==> src/timer_counter_pkg.sv <==
`default_nettype none
package timer_counter_pkg;

  // ----------------------------------------------------------------
  // Register addresses and reset values
  // ----------------------------------------------------------------
  localparam logic [7:0] TIMER_COUNT_ADDR  = 8'h01;
  localparam logic [7:0] TIMER_COUNT_RESET = 8'h00;
  localparam logic [7:0] OPTION_RESET      = 8'hff;
  localparam logic [5:0] PORTC_DIR_RESET   = 6'h3f;
  localparam logic [7:0] PRESCALER_RESET   = 8'h00;

  // ----------------------------------------------------------------
  // Option register field positions and port C direction MSB
  // ----------------------------------------------------------------
  localparam int OPT_SOURCE_BIT = 5;
  localparam int OPT_EDGE_BIT   = 4;
  localparam int OPT_ASSIGN_BIT = 3;
  localparam int OPT_RATIO_MSB  = 2;
  localparam int OPT_RATIO_LSB  = 0;
  localparam int PORTC_DIR_MSB  = 5;

  // ----------------------------------------------------------------
  // Timing
  // ----------------------------------------------------------------
  localparam logic [1:0] WRITE_INHIBIT_CYCLES = 2'h2;

  // Four phase clocks per instruction cycle, Gray ordered
  typedef enum logic [1:0] {
    PHASE_Q1 = 2'h0,
    PHASE_Q2 = 2'h1,
    PHASE_Q3 = 2'h3,
    PHASE_Q4 = 2'h2
  } phase_t;

endpackage : timer_counter_pkg
`default_nettype wire

==> src/prescale_if.sv <==
`timescale 1ns/1ns
`default_nettype none
interface prescale_if;
  logic       pulse;
  logic       clear;
  logic [2:0] ratio;
  logic       outLevel;
  logic [7:0] count;

  modport ctrl   (output pulse, output clear, output ratio, input outLevel, input count);
  modport scaler (input pulse, input clear, input ratio, output outLevel, output count);
endinterface : prescale_if
`default_nettype wire

==> src/input_sync.sv <==
`timescale 1ns/1ns
`default_nettype none
module input_sync (
  input  wire logic clk,
  input  wire logic sys_rst,
  input  wire logic pinIn,
  input  wire logic invert,
  output logic      levelOut
);

  typedef struct packed {
    logic stage1;
    logic stage2;
  } sync_state_t;

  sync_state_t state_q;
  sync_state_t state_d;

  always_comb begin
    state_d        = state_q;
    state_d.stage1 = pinIn;
    state_d.stage2 = state_q.stage1;
  end

  always_ff @(posedge clk) begin
    if (sys_rst) begin
      state_q <= '{stage1: 1'b0, stage2: 1'b0};
    end else begin
      state_q <= state_d;
    end
  end

  // Inversion turns a falling pin edge into a rising one
  assign levelOut = state_q.stage2 ^ invert;
endmodule : input_sync
`default_nettype wire

==> src/shared_prescaler.sv <==
`timescale 1ns/1ns
`default_nettype none
module shared_prescaler
  import timer_counter_pkg::*;
(
  input  wire logic clk,
  input  wire logic sys_rst,
  prescale_if.scaler pre
);

  typedef struct packed {
    logic [7:0] count;
  } scaler_state_t;

  scaler_state_t state_q;
  scaler_state_t state_d;

  always_comb begin
    state_d = state_q;
    if (pre.clear) begin
      state_d.count = PRESCALER_RESET;
    end else if (pre.pulse) begin
      state_d.count = state_q.count + 8'h01;
    end
  end

  always_ff @(posedge clk) begin
    if (sys_rst) begin
      state_q <= '{count: PRESCALER_RESET};
    end else begin
      state_q <= state_d;
    end
  end

  // bit n toggles every 2^n pulses
  assign pre.outLevel = state_q.count[pre.ratio];
  assign pre.count    = state_q.count;
endmodule : shared_prescaler
`default_nettype wire

==> src/timer_counter_with_shared_prescaler.sv <==
`timescale 1ns/1ns
`default_nettype none
// ----------------------------------------------------------------
// Overview of operation
// - Source select zero: timer mode, one step per instruction cycle unscaled.
// - Any count write blocks increments for the next two instruction cycles.
// - Source select one: counter mode, steps on the chosen external edge.
// - Edge select zero counts rising edges, one counts falling edges.
// - Assignment bit zero gives prescaler to counter, one to watchdog.
// - Prescaled counter ratios run 1:2 to 1:256 in powers of two.
// - Prescaler is an 8-bit counter, watchdog postscaler when so assigned.
// - Prescaler contents are never readable or writable by software.
// - Count writes clear the prescaler while it serves the counter.
// - Watchdog clear clears the prescaler while it serves the watchdog.
// - Any reset loads the prescaler with zeros.
// - Prescaler output is sampled at the second and fourth phase clocks.
// - External count change follows the edge after synchronisation latency.
// - Count register is 8 bits, read and write at address 01h.
// ----------------------------------------------------------------
module timer_counter_with_shared_prescaler
  import timer_counter_pkg::*;
(
  input  wire logic       clk,
  input  wire logic       sys_rst,
  input  wire logic [7:0] regAddr,
  input  wire logic       regWrite,
  input  wire logic [7:0] regWriteData,
  input  wire logic       optionLoad,
  input  wire logic       trisLoad,
  input  wire logic       watchdogClear,
  input  wire logic       watchdogTick,
  input  wire logic       externalCountInput,
  output logic      [7:0] readData,
  output logic      [7:0] optionConfig,
  output logic      [5:0] portCDirection,
  output logic            watchdogScaledTick
);

  // ----------------------------------------------------------------
  // State
  // ----------------------------------------------------------------
  typedef struct packed {
    phase_t     phase;
    logic [7:0] count;
    logic [7:0] option;
    logic [5:0] portCDir;
    logic [1:0] inhibit;
    logic       selPrev;
    logic       sampled;
    logic       sampledPrev;
    logic       scaledPrev;
    logic       wdtTick;
    logic [7:0] readData;
  } core_state_t;

  // Count has no defined power-on value upstream; zero keeps simulation clean
  // Edge history starts high, so the reset edge select cannot fake a first edge
  localparam core_state_t CORE_RESET = '{
    phase:       PHASE_Q1,
    count:       TIMER_COUNT_RESET,
    option:      OPTION_RESET,
    portCDir:    PORTC_DIR_RESET,
    inhibit:     2'h0,
    selPrev:     1'b1,
    sampled:     1'b1,
    sampledPrev: 1'b1,
    scaledPrev:  1'b0,
    wdtTick:     1'b0,
    readData:    8'h00
  };

  core_state_t state_q;
  core_state_t state_d;

  logic instrTick;
  logic sampleSlot;
  logic countSource;
  logic edgeSelect;
  logic toWatchdog;
  logic countWrite;
  logic selLevel;
  logic srcLevel;
  logic sampledRise;
  logic incEvent;

  prescale_if preBus ();

  // ----------------------------------------------------------------
  // Control decode
  // ----------------------------------------------------------------
  assign instrTick   = (state_q.phase == PHASE_Q4);
  assign sampleSlot  = (state_q.phase == PHASE_Q2) || (state_q.phase == PHASE_Q4);
  assign countSource = state_q.option[OPT_SOURCE_BIT];
  assign edgeSelect  = state_q.option[OPT_EDGE_BIT];
  assign toWatchdog  = state_q.option[OPT_ASSIGN_BIT];

  always_comb begin
    if (regWrite && (regAddr == TIMER_COUNT_ADDR)) begin
      countWrite = 1'b1;
    end else begin
      countWrite = 1'b0;
    end
  end

  // ----------------------------------------------------------------
  // External input path
  // ----------------------------------------------------------------
  // edge choice by inversion
  // Toggling edge select while the pin is steady can look like one edge
  input_sync u_sync (
    .clk      (clk),
    .sys_rst  (sys_rst),
    .pinIn    (externalCountInput),
    .invert   (edgeSelect),
    .levelOut (selLevel)
  );

  // ----------------------------------------------------------------
  // Prescaler hookup
  // ----------------------------------------------------------------
  // one user at a time
  assign preBus.pulse = toWatchdog ? watchdogTick :
                        (countSource ? (selLevel & ~state_q.selPrev) : instrTick);

  assign preBus.ratio = state_q.option[OPT_RATIO_MSB:OPT_RATIO_LSB];

  assign preBus.clear = (countWrite && !toWatchdog) || (watchdogClear && toWatchdog);

  shared_prescaler u_prescaler (
    .clk     (clk),
    .sys_rst (sys_rst),
    .pre     (preBus)
  );

  assign srcLevel    = toWatchdog ? selLevel : preBus.outLevel;
  assign sampledRise = state_q.sampled & ~state_q.sampledPrev;

  // counter mode steps on sampled edge
  assign incEvent = (state_q.inhibit == 2'h0) && !countWrite &&
                    ((!countSource && toWatchdog) ? instrTick : sampledRise);

  // ----------------------------------------------------------------
  // Next state
  // ----------------------------------------------------------------
  always_comb begin
    state_d = state_q;

    case (state_q.phase)
      PHASE_Q1: begin
        state_d.phase = PHASE_Q2;
      end
      PHASE_Q2: begin
        state_d.phase = PHASE_Q3;
      end
      PHASE_Q3: begin
        state_d.phase = PHASE_Q4;
      end
      PHASE_Q4: begin
        state_d.phase = PHASE_Q1;
      end
      default: begin
        state_d.phase = PHASE_Q1;
      end
    endcase

    state_d.selPrev     = selLevel;
    state_d.sampledPrev = state_q.sampled;
    state_d.scaledPrev  = preBus.outLevel;

    if (sampleSlot) begin
      state_d.sampled = srcLevel;
    end

    if (instrTick && (state_q.inhibit != 2'h0)) begin
      state_d.inhibit = state_q.inhibit - 2'h1;
    end

    if (incEvent) begin
      state_d.count = state_q.count + 8'h01;
    end

    if (countWrite) begin
      state_d.count   = regWriteData;
      state_d.inhibit = WRITE_INHIBIT_CYCLES;
    end

    if (optionLoad) begin
      state_d.option = regWriteData;
    end

    if (trisLoad) begin
      state_d.portCDir = regWriteData[PORTC_DIR_MSB:0];
    end

    if (toWatchdog) begin
      state_d.wdtTick = preBus.outLevel & ~state_q.scaledPrev;
    end else begin
      state_d.wdtTick = watchdogTick;
    end

    if (regAddr == TIMER_COUNT_ADDR) begin
      state_d.readData = state_q.count;
    end else begin
      state_d.readData = 8'h00;
    end
  end

  always_ff @(posedge clk) begin
    if (sys_rst) begin
      state_q <= CORE_RESET;
    end else begin
      state_q <= state_d;
    end
  end

  // ----------------------------------------------------------------
  // Outputs
  // ----------------------------------------------------------------
  assign readData           = state_q.readData;
  assign optionConfig       = state_q.option;
  assign portCDirection     = state_q.portCDir;
  assign watchdogScaledTick = state_q.wdtTick;
endmodule : timer_counter_with_shared_prescaler
`default_nettype wire
==> config.mk <==
export PLATFORM = sky130hd
export DESIGN_NAME = timer_counter_with_shared_prescaler
export DESIGN_NICKNAME = d
export VERILOG_FILES = /design/src/timer_counter_pkg.sv /design/src/prescale_if.sv /design/src/input_sync.sv /design/src/shared_prescaler.sv /design/src/timer_counter_with_shared_prescaler.sv
export SDC_FILE = /design/constraint.sdc
export NUM_CORES = 1
export LEC_CHECK = 0
export ABC_AREA = 0
export BUFFER_PORTS_ARGS = -buffer_cell sky130_fd_sc_hd__buf_4
export CAP_MARGIN = 20
export CORE_MARGIN = 5
export CORE_UTILIZATION = 45
export CTS_CLUSTER_SIZE = 16
export DETAILED_ROUTE_END_ITERATION = 7
export GPL_TIMING_DRIVEN = 0
export HOLD_SLACK_MARGIN = 0.05
export PLACE_DENSITY = 0.77
export SKIP_CTS_REPAIR_TIMING = 1
export SLEW_MARGIN = 30
export SYNTH_ARGS = -nofsm -noshare
export SYNTH_HDL_FRONTEND = slang
export SYNTH_SLANG_ARGS = --single-unit
==> constraint.sdc <==
create_clock -name clk -period 1.9 [get_ports clk]
set_clock_uncertainty 0.15 [all_clocks]
set_input_delay 0.57 -clock clk [delete_from_list [all_inputs] [get_ports clk]]
set_output_delay 0.57 -clock clk [all_outputs]
set_load 0.01 [all_outputs]
==> results.sh <==
export IMPL_synth_fa_ha_area_share_pct=3.81
export IMPL_end_kind="flop"
export IMPL_power_frac_clock_pct=39.2
export IMPL_final_nets=332
export IMPL_grt_max_degree=16
export IMPL_grt_remaining_overflow=0
export IMPL_hold_end="u_sync.state_q[0]"
export IMPL_drive_gt1_share_pct=38.4
export IMPL_setup_ws_ns=-0.0342
export IMPL_setup_violations=3
export IMPL_synthArstFlopShare_pct=0
export IMPL_viasPerCell=5.20
export IMPL_portBuffers=43
export IMPL_ff2ff_path_depth=6
export IMPL_synthMuxAreaShare_pct=9.90
export IMPL_status="finished, violations left"
export IMPL_maxCapViolations=0
export IMPL_synth_common_cells="dfxtp_1, nand2_1, buf_4"
export IMPL_groute_usage_overall_pct=15.3
export IMPL_ys_types=41
export IMPL_clk_latency_ns=0.30
export IMPL_chipHeight_um=81.5
export IMPL_gp_congestion=0.816
export IMPL_p_sw_w=0.000509
export IMPL_cts_buffers_inserted=5
export IMPL_max_freq_mhz=517
export IMPL_wl_per_cell_um=13.9
export IMPL_die_area_um2=6640
export IMPL_ys_flop_type="dfxtp_1"
export IMPL_ys_ff_latch=49
export IMPL_critPathLaunchType="flop"
export IMPL_seqPwrFrac_pct=48.6
export IMPL_cts_path_max_buffers=2
export IMPL_num_vias=1934
export IMPL_finalWirelength_um=5160
export IMPL_yosysWarnings=0
export IMPL_start_util_pct=45.6
export IMPL_core_area_um2=5040
export IMPL_maxSlewViolCount=0
export IMPL_grt_pass1_wl_um=7780
export IMPL_crit_buf_inv=2
export IMPL_synth_area_um2=2300
export IMPL_path_class="reg -> reg"
export IMPL_cts_sinks=49
export IMPL_synth_edf_count=0
export IMPL_hold_slack_ns=0.299
export IMPL_drc=0
export IMPL_required_ns=1.99
export IMPL_worst_r2r_endpoint="u_prescaler.pre.count[5]"
export IMPL_path_cells="buf_6, or3b_4, o211a_4, buf_6, or3_4, a21oi_2"
export IMPL_power_density_nw_per_um2=743
export IMPL_synthCells=245
export IMPL_row_count=26
export IMPL_rr_startpoint="optionConfig[3]"
export IMPL_yosysMostFrequentCell="dfxtp_1"
export IMPL_cp_arrival_ns=2.03
export IMPL_root_buffer="clkbuf_8"
export IMPL_critPathMaxStageDelay_ns=0.37
export IMPL_hold_viol=0
export IMPL_p_comb_share_pct=12.2
export IMPL_antenna_found_initial=0
export IMPL_dp_hpwl_um=3600
export IMPL_yosysSeqAreaShare_pct=42.7
export IMPL_yosysTopAreaCellShare_pct=42.7
export IMPL_ios=47
export IMPL_slowest_stage="or3b_4"
export IMPL_p_leak_nw=1.26
export IMPL_grt_pass1_vias=1705
export IMPL_crit_fanout=6
export IMPL_synth_compound_area_share_pct=10.5
export IMPL_hold_class="reg -> reg"
export IMPL_crit_family="simple AND/OR/NAND/NOR gates"
export IMPL_fin_crit_sh_pct=102
export IMPL_synth_area_top_cells="dfxtp_1, buf_4, mux2i_1"
export IMPL_synth_top_family_by_area="simple AND/OR/NAND/NOR gates"
export IMPL_clk_pin_slew_ns=0.09
export IMPL_antenna_left=0
export IMPL_min_delay_start="u_sync.state_d[0]"
export IMPL_rsz0062_at_grt="true"
export IMPL_syn_to_final_growth_pct=31.4
export IMPL_ff2ff_setup_slack_ns=-0.03
export IMPL_synth_xor_area_share_pct=1.14
export IMPL_n_antenna_cell=0
export IMPL_yosysTopAreaCell="dfxtp_1"
export IMPL_cpMostUsedCell="buf_6"
export IMPL_synth_simple_area_share_pct=21.1
export IMPL_first_pass_iters=4
export IMPL_htreeDepth=2
export IMPL_period_needed_ns=1.93
export IMPL_drt_iter0_markers=147
export IMPL_cts_tree="built"
export IMPL_hold_path_depth=1
export IMPL_place_area_um2=2730
export IMPL_violations="negative setup slack"
export IMPL_syn_avg_cell_area_um2=9.39
export IMPL_p_int_w=0.00174
export IMPL_fin_util_pct=60.0
export IMPL_p_sw_share_pct=22.7
export IMPL_worst_slew_pin_slew_ns=0.551
export IMPL_die_width_um=81.5
export IMPL_final_area_um2=3020
export IMPL_irDropWorstVdd_mv=0.493
export IMPL_synth_fp_nets=276
export IMPL_slew_headroom_pct=63.3
## cells by family (layout without fill, tap and decap cells)
group	Yosys count	count (layout)
and+or+nand+nor	89	89
DFF	49	49
xor gates and xnor gates	3	3
AOI/OAI and AO/OA	36	36
muxes	20	20
adders and majority gates	7	7
buffers and inverters	41	98
## power groups by stage
stage,registers (W),logic (W),clock network [W]
2_1_floorplan,0.00110,0.000150,0
3_3_place_gp,0.00111,0.000238,0
3_5_place_dp,0.00111,0.000240,0
4_1_cts,0.00109,0.000241,0.000892
5_1_grt,0.00110,0.000303,0.000936
6_report,0.00109,0.000274,0.000880
## flip-flops by register name (all words and copies together) (netlist names)
signal / flops
optionConfig: 8
portCDirection: 6
readData: 8
state_d: 1
state_q: 15
u_prescaler.pre.count: 8
u_sync.state_d: 1
u_sync.state_q: 1
watchdogScaledTick: 1
## layout make-up
cell class / instances / area, µm²
Fill cell: 424 / 2020
Multi-Input combinational cell: 155 / 1190
Sequential cell: 49 / 986
Timing Repair Buffer: 49 / 365
Buffer: 33 / 233
Tap cell: 70 / 87.6
Clock buffer: 5 / 68.8
Clock inverter: 3 / 65.1
Inverter: 8 / 30.0
## placed cells by master, fill, tap and decap left out, types with 3 or more instances in the layout
cell / instances
a21oi_1: 5
a21oi_2: 4
a311oi_1: 7
and2_1: 11
buf_4: 70
buf_6: 3
clkbuf_1: 5
clkbuf_8: 5
dfxtp_1: 45
dfxtp_2: 4
ha_1: 5
inv_1: 7
mux2i_1: 15
nand2_1: 23
nand3_1: 6
nand4_1: 4
nor2_1: 13
nor2b_1: 5
o21ai_0: 5
o21ai_2: 3
o31ai_1: 5
or3_1: 5
or4_1: 3
## worst max-delay path by stage
| stage | depth (start not counted) | start | slack (ns) | endpoint |
|---|---|---|---|---|
| after global placement | 6 | regAddr[5] | -0.36 | state_q[35] |
| after CTS | 5 | optionConfig[3] | -0.14 | state_q[35] |
| after global routing | 6 | optionConfig[3] | -0.09 | u_prescaler.pre.count[5] |
| after detailed placement | 5 | regAddr[1] | -0.38 | state_q[32] |
| final | 6 | optionConfig[3] | -0.03 | u_prescaler.pre.count[5] |
| after floorplan | 5 | optionConfig[3] | 0.008 | u_prescaler.pre.count[7] |
## through the flow
stage	total power (W)	worst slack (ns)	instances	TNS [ns]
2_1_floorplan	0.00125	0.00831	245	0
3_3_place_gp	0.00135	-0.364	358	-6.68
3_5_place_dp	0.00135	-0.383	358	-6.95
4_1_cts	0.00222	-0.138	366	-0.906
5_1_grt	0.00233	-0.0891	372	-0.445
6_report	0.00224	-0.0342	372	-0.0785
## layer usage
layer / GRT usage (%) / part of all wire (%)
met3: 4.82 / 5.8
met2: 25.0 / 51
met5: 0 / 0
met1: 19.2 / 42
met4: 5.07 / 1.4
Power figures use the tool's default switching activity.
